File: config.mk
export PLATFORM = sky130hd
export DESIGN_NAME = ssn_core
export DESIGN_NICKNAME = d
export VERILOG_FILES = /design/src/hw/ssn_pkg.sv /design/src/hw/ssn_core.sv
export VERILOG_INCLUDE_DIRS = /design/src /design/src/hw
export SDC_FILE = /design/constraint.sdc
export NUM_CORES = 2
export LEC_CHECK = 0
export BUFFER_PORTS_ARGS = -buffer_cell sky130_fd_sc_hd__buf_2
export CELL_PAD_IN_SITES_DETAIL_PLACEMENT = 1
export CELL_PAD_IN_SITES_GLOBAL_PLACEMENT = 1
export CORE_MARGIN = 3
export CORE_UTILIZATION = 45
export DETAILED_ROUTE_END_ITERATION = 8
export GPL_ROUTABILITY_DRIVEN = 0
export PLACE_DENSITY = 0.72
export SLEW_MARGIN = 0
export SYNTH_ARGS = -nofsm -noshare
export SYNTH_HDL_FRONTEND = slang
export SYNTH_SLANG_ARGS = --single-unit
File: constraint.sdc
create_clock -name sys_clk -period 9.6 [get_ports sys_clk]
set_input_delay 1.92 -clock sys_clk [delete_from_list [all_inputs] [get_ports sys_clk]]
set_output_delay 1.92 -clock sys_clk [all_outputs]
set_load 0.02 [all_outputs]
File: src/hw/ssn_map.svh
`ifndef SSN_MAP_SVH
`define SSN_MAP_SVH

// ==========================================================
// Command opcodes
`define SSN_OP_PROG_SN 8'hC2
`define SSN_OP_FETCH_SN 8'hC3
`define SSN_OP_SS_WRITE 8'h42
`define SSN_OP_SS_READ 8'h4B
`define SSN_OP_SS_FAST 8'h49

// ==========================================================
// Frame phase lengths, as the index of the last bit of each phase, and the first bit of a byte
`define SSN_LAST_OPC_BIT 7'h07
`define SSN_LAST_ADDR_BIT 7'h17
`define SSN_LAST_DUMMY_BIT 7'h07
`define SSN_LAST_SN_BIT 7'h3F
`define SSN_LAST_BYTE_BIT 3'h7
`define SSN_FIRST_BYTE_BIT 3'h0

// ==========================================================
// Special sector geometry and blank values
`define SSN_SS_PAST_END_BIT 8
`define SSN_SN_BLANK 64'h0000000000000000
`define SSN_PAST_END_BYTE 8'h00

// ==========================================================
// Write buffer in front of the special sector array
`define SSN_BUF_FULL 2'h2
`define SSN_BUF_EMPTY 2'h0

`endif

File: src/hw/ssn_pkg.sv
package ssn_pkg;

  // Frame phase of the serial target
  typedef enum logic [2:0] {
    PH_OPCODE, PH_ADDR, PH_DUMMY, PH_SN_IN, PH_SS_IN, PH_OUT, PH_DONE
  } ssn_phase_t;

  // Command in progress within the current frame
  typedef enum logic [2:0] {
    CMD_NONE, CMD_UID, CMD_SN_READ, CMD_SN_PROG, CMD_SS_WRITE, CMD_SS_READ, CMD_SS_FAST
  } ssn_cmd_t;

endpackage : ssn_pkg

File: src/hw/ssn_core.sv
// Contract
// - Unique-ID read shifts out a 64-bit per-part identifier over 64 clocks.
// - Read data changes on falling clock edge; serial input ignored meanwhile.
// - Serial number programs once until reset clears it; later program commands leave it unchanged.
// - Serial-number read outputs the stored 64 bits over the next 64 clocks.
// - An unprogrammed serial number reads back as all zeros.
// - Sector commands ignore the upper 16 address bits, using the low byte.
// - A sector data byte is committed once all 8 bits arrived.
// - Further bytes go to successive addresses; chip select rising ends the write.
// - Sector writes do not wrap past the top; extra bytes are discarded.
// - Sector read outputs one byte per 8 clocks with address auto-increment.
// - Sector reads do not wrap to the lowest address past the top.
// - Fast sector read waits 8 dummy bits after the address before output.
// - Chip select rising ends a sector read and stops output.
// - No program or sector write happens while the write enable latch is clear.
`timescale 1ns/100ps
`default_nettype none
`include "ssn_map.svh"

module ssn_core #(
  parameter logic [7:0] OP_SET_WRITE_ENABLE = 8'h06,
  parameter logic [7:0] OP_CLEAR_WRITE_ENABLE = 8'h04,
  parameter logic [7:0] OP_READ_UNIQUE_ID = 8'h4C,
  // Arbitrary identifier value, replaced per part
  parameter logic [63:0] UNIQUE_ID = 64'h0123456789ABCDEF
) (
  input wire logic sys_clk,
  input wire logic rst,
  input wire logic spiSck,
  input wire logic spiCsN,
  input wire logic spiMosi,
  output logic spiMiso,
  output logic spiMisoOe,
  output logic writeEnableLatch,
  output logic snProgrammed
);
  import ssn_pkg::*;

  // ==========================================================
  // Pin synchronisers
  logic [2:0] sckSync;
  logic [2:0] csNSync;
  logic [1:0] mosiSync;
  logic sckRise;
  logic sckFall;
  logic csRise;
  logic csNow;

  // Stage 0 feeds stage 1 only; edges are found between stages 1 and 2
  always_ff @(posedge sys_clk or posedge rst) begin
    if (rst) begin
      sckSync <= 3'h0;
      csNSync <= 3'h7;
      mosiSync <= 2'h0;
    end else begin
      sckSync <= {sckSync[1:0], spiSck};
      csNSync <= {csNSync[1:0], spiCsN};
      mosiSync <= {mosiSync[0], spiMosi};
    end
  end

  assign sckRise = sckSync[1] & ~sckSync[2];
  assign sckFall = ~sckSync[1] & sckSync[2];
  assign csRise = csNSync[1] & ~csNSync[2];
  assign csNow = ~csNSync[1];

  // ==========================================================
  // Special sector array and its write buffer
  logic [7:0] ssMem [0:255];
  logic [15:0] bufData [0:1];
  logic [15:0] bufData0Next;
  logic [15:0] bufData1Next;
  logic bufWrPtrReg;
  logic bufWrPtrNext;
  logic bufRdPtrReg;
  logic bufRdPtrNext;
  logic [1:0] bufCntReg;
  logic [1:0] bufCntNext;
  logic pushValid;
  logic pushReady;
  logic [15:0] pushWord;
  logic popValid;
  logic popReady;
  logic [15:0] popWord;

  // ==========================================================
  // Frame state
  ssn_phase_t phaseReg;
  ssn_phase_t phaseNext;
  ssn_cmd_t cmdReg;
  ssn_cmd_t cmdNext;
  logic [6:0] bitCntReg;
  logic [6:0] bitCntNext;
  logic [63:0] rxReg;
  logic [63:0] rxNext;
  logic [63:0] txReg;
  logic [63:0] txNext;
  logic [8:0] addrReg;
  logic [8:0] addrNext;
  logic welReg;
  logic welNext;
  logic [63:0] snReg;
  logic [63:0] snNext;
  logic snLockReg;
  logic snLockNext;
  logic misoReg;
  logic misoNext;
  logic oeReg;
  logic oeNext;
  logic [63:0] rxShifted;
  logic [7:0] rdByte;

  assign rxShifted = {rxReg[62:0], mosiSync[1]};
  assign pushWord = {addrReg[7:0], rxShifted[7:0]};
  // Past the top the read yields a fixed byte instead of wrapping
  assign rdByte = addrReg[`SSN_SS_PAST_END_BIT] ? `SSN_PAST_END_BYTE : ssMem[addrReg[7:0]];

  // Frame decoding, shifting and output sequencing
  always_comb begin
    phaseNext = phaseReg;
    cmdNext = cmdReg;
    bitCntNext = bitCntReg;
    rxNext = rxReg;
    txNext = txReg;
    addrNext = addrReg;
    welNext = welReg;
    snNext = snReg;
    snLockNext = snLockReg;
    misoNext = misoReg;
    oeNext = oeReg;
    pushValid = 1'b0;
    if (!csNow) begin
      // Deselected: release the output and rearm for the next opcode
      phaseNext = PH_OPCODE;
      cmdNext = CMD_NONE;
      bitCntNext = 7'h00;
      oeNext = 1'b0;
      misoNext = 1'b0;
      if (csRise && (cmdReg == CMD_SN_PROG || cmdReg == CMD_SS_WRITE)) begin
        welNext = 1'b0;
      end
    end else if (sckRise) begin
      case (phaseReg)
        PH_OPCODE: begin
          rxNext = rxShifted;
          bitCntNext = bitCntReg + 7'h01;
          if (bitCntReg == `SSN_LAST_OPC_BIT) begin
            bitCntNext = 7'h00;
            phaseNext = PH_DONE;
            case (rxShifted[7:0])
              OP_SET_WRITE_ENABLE: welNext = 1'b1;
              OP_CLEAR_WRITE_ENABLE: welNext = 1'b0;
              OP_READ_UNIQUE_ID: begin
                cmdNext = CMD_UID;
                txNext = UNIQUE_ID;
                phaseNext = PH_OUT;
              end
              `SSN_OP_FETCH_SN: begin
                cmdNext = CMD_SN_READ;
                txNext = snLockReg ? snReg : `SSN_SN_BLANK;
                phaseNext = PH_OUT;
              end
              `SSN_OP_PROG_SN: begin
                cmdNext = CMD_SN_PROG;
                phaseNext = PH_SN_IN;
              end
              `SSN_OP_SS_WRITE: begin
                cmdNext = CMD_SS_WRITE;
                phaseNext = PH_ADDR;
              end
              `SSN_OP_SS_READ: begin
                cmdNext = CMD_SS_READ;
                phaseNext = PH_ADDR;
              end
              `SSN_OP_SS_FAST: begin
                cmdNext = CMD_SS_FAST;
                phaseNext = PH_ADDR;
              end
              default: phaseNext = PH_DONE;
            endcase
          end
        end
        PH_ADDR: begin
          rxNext = rxShifted;
          bitCntNext = bitCntReg + 7'h01;
          if (bitCntReg == `SSN_LAST_ADDR_BIT) begin
            bitCntNext = 7'h00;
            addrNext = {1'b0, rxShifted[7:0]};
            if (cmdReg == CMD_SS_FAST) begin
              phaseNext = PH_DUMMY;
            end else if (cmdReg == CMD_SS_WRITE) begin
              phaseNext = PH_SS_IN;
            end else begin
              phaseNext = PH_OUT;
            end
          end
        end
        PH_DUMMY: begin
          bitCntNext = bitCntReg + 7'h01;
          if (bitCntReg == `SSN_LAST_DUMMY_BIT) begin
            bitCntNext = 7'h00;
            phaseNext = PH_OUT;
          end
        end
        PH_SN_IN: begin
          rxNext = rxShifted;
          bitCntNext = bitCntReg + 7'h01;
          if (bitCntReg == `SSN_LAST_SN_BIT) begin
            phaseNext = PH_DONE;
            // One-time region: locked after the first accepted program
            if (welReg && !snLockReg) begin
              snNext = rxShifted;
              snLockNext = 1'b1;
            end
          end
        end
        PH_SS_IN: begin
          rxNext = rxShifted;
          bitCntNext = {4'h0, bitCntReg[2:0] + 3'h1};
          if (bitCntReg[2:0] == `SSN_LAST_BYTE_BIT) begin
            // Whole byte in: hand it to the buffer, stop at the top
            if (!addrReg[`SSN_SS_PAST_END_BIT]) begin
              pushValid = welReg;
              addrNext = addrReg + 9'h001;
            end
          end
        end
        default: begin
          // Output and finished phases ignore serial input
          phaseNext = phaseReg;
        end
      endcase
    end else if (sckFall && phaseReg == PH_OUT) begin
      oeNext = 1'b1;
      if (cmdReg == CMD_SS_READ || cmdReg == CMD_SS_FAST) begin
        bitCntNext = {4'h0, bitCntReg[2:0] + 3'h1};
        if (bitCntReg[2:0] == `SSN_FIRST_BYTE_BIT) begin
          misoNext = rdByte[7];
          txNext = {rdByte[6:0], 57'h0};
          if (!addrReg[`SSN_SS_PAST_END_BIT]) begin
            addrNext = addrReg + 9'h001;
          end
        end else begin
          misoNext = txReg[63];
          txNext = {txReg[62:0], 1'b0};
        end
      end else begin
        misoNext = txReg[63];
        txNext = {txReg[62:0], 1'b0};
      end
    end
  end

  // Serial number and latch are plain flops here; storage retention is outside
  always_ff @(posedge sys_clk or posedge rst) begin
    if (rst) begin
      phaseReg <= PH_OPCODE;
      cmdReg <= CMD_NONE;
      bitCntReg <= 7'h00;
      rxReg <= 64'h0;
      txReg <= 64'h0;
      addrReg <= 9'h000;
      welReg <= 1'b0;
      snReg <= `SSN_SN_BLANK;
      snLockReg <= 1'b0;
      misoReg <= 1'b0;
      oeReg <= 1'b0;
    end else begin
      phaseReg <= phaseNext;
      cmdReg <= cmdNext;
      bitCntReg <= bitCntNext;
      rxReg <= rxNext;
      txReg <= txNext;
      addrReg <= addrNext;
      welReg <= welNext;
      snReg <= snNext;
      snLockReg <= snLockNext;
      misoReg <= misoNext;
      oeReg <= oeNext;
    end
  end

  // ==========================================================
  // Two-entry write buffer; the array port yields to sector reads
  assign pushReady = (bufCntReg != `SSN_BUF_FULL);
  assign popValid = (bufCntReg != `SSN_BUF_EMPTY);
  assign popReady = (phaseReg != PH_OUT);
  assign popWord = bufData[bufRdPtrReg];

  always_comb begin
    bufWrPtrNext = bufWrPtrReg;
    bufRdPtrNext = bufRdPtrReg;
    bufData0Next = bufData[0];
    bufData1Next = bufData[1];
    if (pushValid && pushReady) begin
      bufWrPtrNext = ~bufWrPtrReg;
      if (bufWrPtrReg) begin
        bufData1Next = pushWord;
      end else begin
        bufData0Next = pushWord;
      end
    end
    if (popValid && popReady) begin
      bufRdPtrNext = ~bufRdPtrReg;
    end
    bufCntNext = bufCntReg + {1'b0, pushValid && pushReady} - {1'b0, popValid && popReady};
  end

  always_ff @(posedge sys_clk or posedge rst) begin
    if (rst) begin
      bufWrPtrReg <= 1'b0;
      bufRdPtrReg <= 1'b0;
      bufCntReg <= 2'h0;
      bufData[0] <= 16'h0000;
      bufData[1] <= 16'h0000;
    end else begin
      bufWrPtrReg <= bufWrPtrNext;
      bufRdPtrReg <= bufRdPtrNext;
      bufCntReg <= bufCntNext;
      bufData[0] <= bufData0Next;
      bufData[1] <= bufData1Next;
    end
  end

  // Array write port; contents survive reset as nonvolatile cells would
  always_ff @(posedge sys_clk) begin
    if (popValid && popReady) begin
      ssMem[popWord[15:8]] <= popWord[7:0];
    end
  end

  // ==========================================================
  // Outputs, all from flops
  assign spiMiso = misoReg;
  assign spiMisoOe = oeReg;
  assign writeEnableLatch = welReg;
  assign snProgrammed = snLockReg;

endmodule : ssn_core
`default_nettype wire

==> impl.org <==
** Timing
- Peak clock frequency supported by timing :: 0.2010 GHz
- The smallest clock period supported by the final layout is computed as about 5 ns.
- Period Utilization, post-route :: roughly 52%
- The number of hold violations in the final report is 0.
- Measured against its own limit, the worst slew margin works out to between 4 and 5%.
- For the final database, setup skew stands at about 0.06 ns.
- Setup violators final :: 0
- The number of max-slew violations in the final report came to 0.
- Hold slack final :: ~0.33 ns
- For the pin with the worst max-slew slack, the measured transition is about 1.4 ns.
- Setup total negative slack :: 0 ns
- RSZ-0062 raised after global routing :: no

** Layout
- Relative to the synthesized area, the layout overhead comes to 10.91%.
- Most frequent cells in the layout :: 2,048 x sky130_fd_sc_hd__edfxtp_1, 467 x sky130_fd_sc_hd__mux4_2, 385 x sky130_fd_sc_hd__nor2_1
- Proportion of layout cells with a drive suffix above 1 :: roughly 22%
- The net count of the finished layout is between 4,000 and 5,000.
- The library cell used most frequently in the layout, excluding fill and tap cells, is sky130_fd_sc_hd__edfxtp_1.

** Worst hold path
- Hold Startpoint :: sckSync[0]
- The worst hold path terminates at sckSync[1].
- Hold path depth :: 0
- Min-Delay Path Class :: register to register

** Logic synthesis
- Area share of fa/ha/maj cells after synthesis :: less than 1%
- YS warnings :: 0
- Multiplexer fraction of the synthesized cell area :: between 15 and 20%
- Xor/xnor cell area share of the yosys netlist :: less than 1%
- A synthesized cell averages approximately 19 sq um.
- Among all flip-flop cells after synthesis, the most frequent one is sky130_fd_sc_hd__edfxtp_1.
- Sequential elements use between 70% and 80% of the synthesized area.
- The number of nets handed over by synthesis was around 4,700.
- Async set-reset flop share out of synthesis :: 11.30%
- Area share of and/or/nand/nor cells after synthesis :: between 3 and 4%
- After synthesis, the netlist uses 80 different library cells.
- After synthesis the netlist holds a flip-flop and latch count of 2,309.
- After synthesis the cells add up to a little over 90,000 sq um.
- Counting every instance in the synthesized netlist gives 4,725.
- Number of enable flip-flop cells after synthesis :: between 2,000 and 2,500
- Dominant combinational cell family by area after synthesis :: multiplexers
- Summing the areas of all compound-gate instances in the mapped netlist gives between 3 and 4% of the synthesized area.

** Status
- The flow ran to the end, and the final reports show no timing, DRC or antenna violations.

** Die
- Row cnt :: between 150 and 200
- Initial standard-cell utilization of the core :: ~45%
- The floorplan step set the die height to ~460 um.
- The region available for standard cell placement spans roughly 200,000 sq um.
- Die outline width :: between 400 and 500 um
- # IOs :: 9
- Full die area :: about 210,000 sq um

** Clocking
- CTS tree :: built
- The clock passes through at most 3 buffers.
- Skew-Pair Late Insertion Delay :: ~0.9 ns
- Number of gates resized after CTS :: 0
- Clock tree synthesis inserted a total of 228 buffers.
- Number of setup buffers added after CTS :: 0
- CTS Root Cell :: sky130_fd_sc_hd__clkbuf_16
- Clock-pin transition on the worst setup and hold timing paths :: 0.06 ns
- For this design, the CTS-stage hold fixing added 0 buffers.
- The H-tree was split into 4 levels.
- CTS Sinks :: between 2,000 and 2,500

** Placement
- Number of buffers inserted by port buffering :: 8
- Detailed placement finished with a half-perimeter wire length of ~150 mm.

** Global routing
- Total overflow reported by the global router :: 0
- Overall global routing resource usage :: around a quarter
- Initial antenna violation count :: 11
- First-pass GRT wire length :: approximately 360 mm
- Entering global routing, the biggest net connects 179 pins.
- Via count of the first global-routing pass :: 49,610

** Worst setup path
- Worst r2r path cells :: 9
- Crit Path Max Fanout :: 46
- Capturing element type of the critical path :: register
- In this run the critical register-to-register path is launched from addrReg[0].
- Worst Path Arrival :: 5.71 ns
- At the worst endpoint, the required time is between 10 and 15 ns.
- R2r setup slk :: 4.62 ns
- Class of the most critical setup path :: register to register
- Crit path launch type :: register
- The endpoint identified for the worst register-to-register timing path is txReg[60].

** Routing
- # DRC :: 0
- After the first detailed-routing iteration, the DRC count stood at 6,358.
- Antenna-violating nets left :: 0
- Total iterations of the first detailed-routing run :: 5
- Dividing the detail-routed wire length by the instance count gives ~33 um.
- The routed design has around 250 mm of wire.
- Via count normalized by instance count :: between 6 and 7
- Vias post-DR :: between 40,000 and 50,000

** Pwr
- The worst-case IR drop observed on VDD is around 240 uV.
- For this design the static power due to leakage is between 0.03 and 0.04 uW.
- Final Total Pwr :: approximately 24,000 uW
- Power density over the cells :: ~240 nW/um^2

** Run
- Max cap viols :: 0
[critical path, cell delays in order, from the launching register on]
cell	delay, ns
sky130_fd_sc_hd__dfrtp_4	1.05
sky130_fd_sc_hd__buf_4	0.64
sky130_fd_sc_hd__buf_4	0.72
sky130_fd_sc_hd__mux4_2	0.59
sky130_fd_sc_hd__a22o_1	0.27
sky130_fd_sc_hd__o21ai_0	0.33
sky130_fd_sc_hd__a21oi_1	0.13
sky130_fd_sc_hd__nor4_1	0.56
sky130_fd_sc_hd__or3_1	0.29
sky130_fd_sc_hd__a41oi_1	0.15
[metal layers]
layer | global-route usage [%] | share of wire [%] | vias up
met2 | 37.69 | 48 | 2349
met5 | 0 | 0.041 | -
met1 | 33.66 | 40 | 25830
li1 | - | - | 19270
met3 | 4.661 | 8.7 | 421
met4 | 7.969 | 3.3 | 14
[cell usage after synthesis, types with 7 or more instances]
| library cell | n | share of area, % |
|---|---|---|
| sky130_fd_sc_hd__o221ai_1 | 20 | 0.19 |
| sky130_fd_sc_hd__mux2i_1 | 198 | 2.2 |
| sky130_fd_sc_hd__nor3_1 | 18 | 0.099 |
| sky130_fd_sc_hd__o21ai_0 | 64 | 0.35 |
| sky130_fd_sc_hd__nand4_1 | 7 | 0.048 |
| sky130_fd_sc_hd__nor2_1 | 386 | 1.6 |
| sky130_fd_sc_hd__a221oi_1 | 78 | 0.75 |
| sky130_fd_sc_hd__nand2_1 | 166 | 0.68 |
| sky130_fd_sc_hd__a31oi_1 | 27 | 0.19 |
| sky130_fd_sc_hd__inv_1 | 20 | 0.082 |
| sky130_fd_sc_hd__mux4_2 | 467 | 12 |
| sky130_fd_sc_hd__a22oi_1 | 74 | 0.61 |
| sky130_fd_sc_hd__mux2_2 | 171 | 2.1 |
| sky130_fd_sc_hd__or3_1 | 9 | 0.062 |
| sky130_fd_sc_hd__o22ai_1 | 27 | 0.19 |
| sky130_fd_sc_hd__o31ai_1 | 7 | 0.058 |
| sky130_fd_sc_hd__dfrtp_1 | 258 | 7.1 |
| sky130_fd_sc_hd__nand3_1 | 51 | 0.28 |
| sky130_fd_sc_hd__buf_4 | 22 | 0.18 |
| sky130_fd_sc_hd__buf_1 | 12 | 0.049 |
| sky130_fd_sc_hd__clkbuf_1 | 147 | 0.61 |
| sky130_fd_sc_hd__a211oi_1 | 12 | 0.099 |
| sky130_fd_sc_hd__nand3b_1 | 8 | 0.066 |
| sky130_fd_sc_hd__buf_6 | 33 | 0.41 |
| sky130_fd_sc_hd__buf_2 | 81 | 0.45 |
| sky130_fd_sc_hd__o211ai_1 | 9 | 0.074 |
| sky130_fd_sc_hd__nand2b_1 | 16 | 0.11 |
| sky130_fd_sc_hd__a22o_1 | 8 | 0.077 |
| sky130_fd_sc_hd__and2_1 | 8 | 0.055 |
| sky130_fd_sc_hd__edfxtp_1 | 2048 | 68 |
| sky130_fd_sc_hd__nor4_1 | 10 | 0.069 |
| sky130_fd_sc_hd__a21oi_1 | 121 | 0.67 |
| sky130_fd_sc_hd__o32ai_1 | 9 | 0.087 |
| sky130_fd_sc_hd__nor2b_1 | 20 | 0.14 |
[cell type report]
| class | instances | area [sq um] |
|---|---|---|
| Fill cell | 17950 | 99520 |
| Sequential cell | 2309 | 68050 |
| Multi-Input combinational cell | 2095 | 21490 |
| Clock buffer | 288 | 5972 |
| Tap cell | 2656 | 3323 |
| Clock inverter | 127 | 1094 |
| Timing Repair Buffer | 111 | 925.9 |
| Inverter | 22 | 91.34 |
| Antenna cell | 2 | 5.005 |
[stage by stage]
step / util, % / std cells / setup WS [ns] / cell area (sq um)
finish: 50.36 / 7610 / 4.624 / 101000
global route: 50.35 / 7608 / 4.390 / 100900
CTS: 50.35 / 7608 / 4.584 / 100900
detailed placement: 46.83 / 7193 / 4.628 / 93880
global placement: 46.83 / 7193 / 4.610 / 93880
floorplan: - / 4725 / 0.5015 / 91030
[state kept, by name, summed over array words and instances, names as in the netlist, 2 cells and up]
register / flops
txReg: 64
cmdReg: 3
snReg: 64
bufCntReg: 2
addrReg: 9
bitCntReg: 7
ssMem: 2048
rxReg: 63
phaseReg: 3
csNSync: 3
bufData: 32
sckSync: 3
mosiSync: 2
[how the worst max path moves through the flow]
stage | from | end | slack [ns]
global route | addrReg[0] | txReg[60] | 4.39
detailed placement | addrReg[0] | txReg[60] | 4.63
global placement | addrReg[0] | txReg[60] | 4.61
floorplan | rst | addrReg[0] | 0.50
finish | addrReg[0] | txReg[60] | 4.62
CTS | addrReg[0] | txReg[60] | 4.58
[cell families (layout without fill, tap and decap cells)]
family                   count (synthesis)  count (layout)
flip-flops                            2309            2309
adder cells (fa/ha/maj)                  6               6
buffers and inverters                  321             548
other                                    0               2
AO/OA/AOI/OAI                          511             511
XOR/XNOR                                 6               6
multiplexers                           836             836
AND/OR/NAND/NOR                        736             736
[power by group]
group          leakage [uW]  internal (uW)  switching (uW)  total [uW]
registers            0.0250          10900             318       11200
logic               0.00745           1430            2840        4270
clock network       0.00343           4610            3910        8520
(Power assumes the default switching activity.)
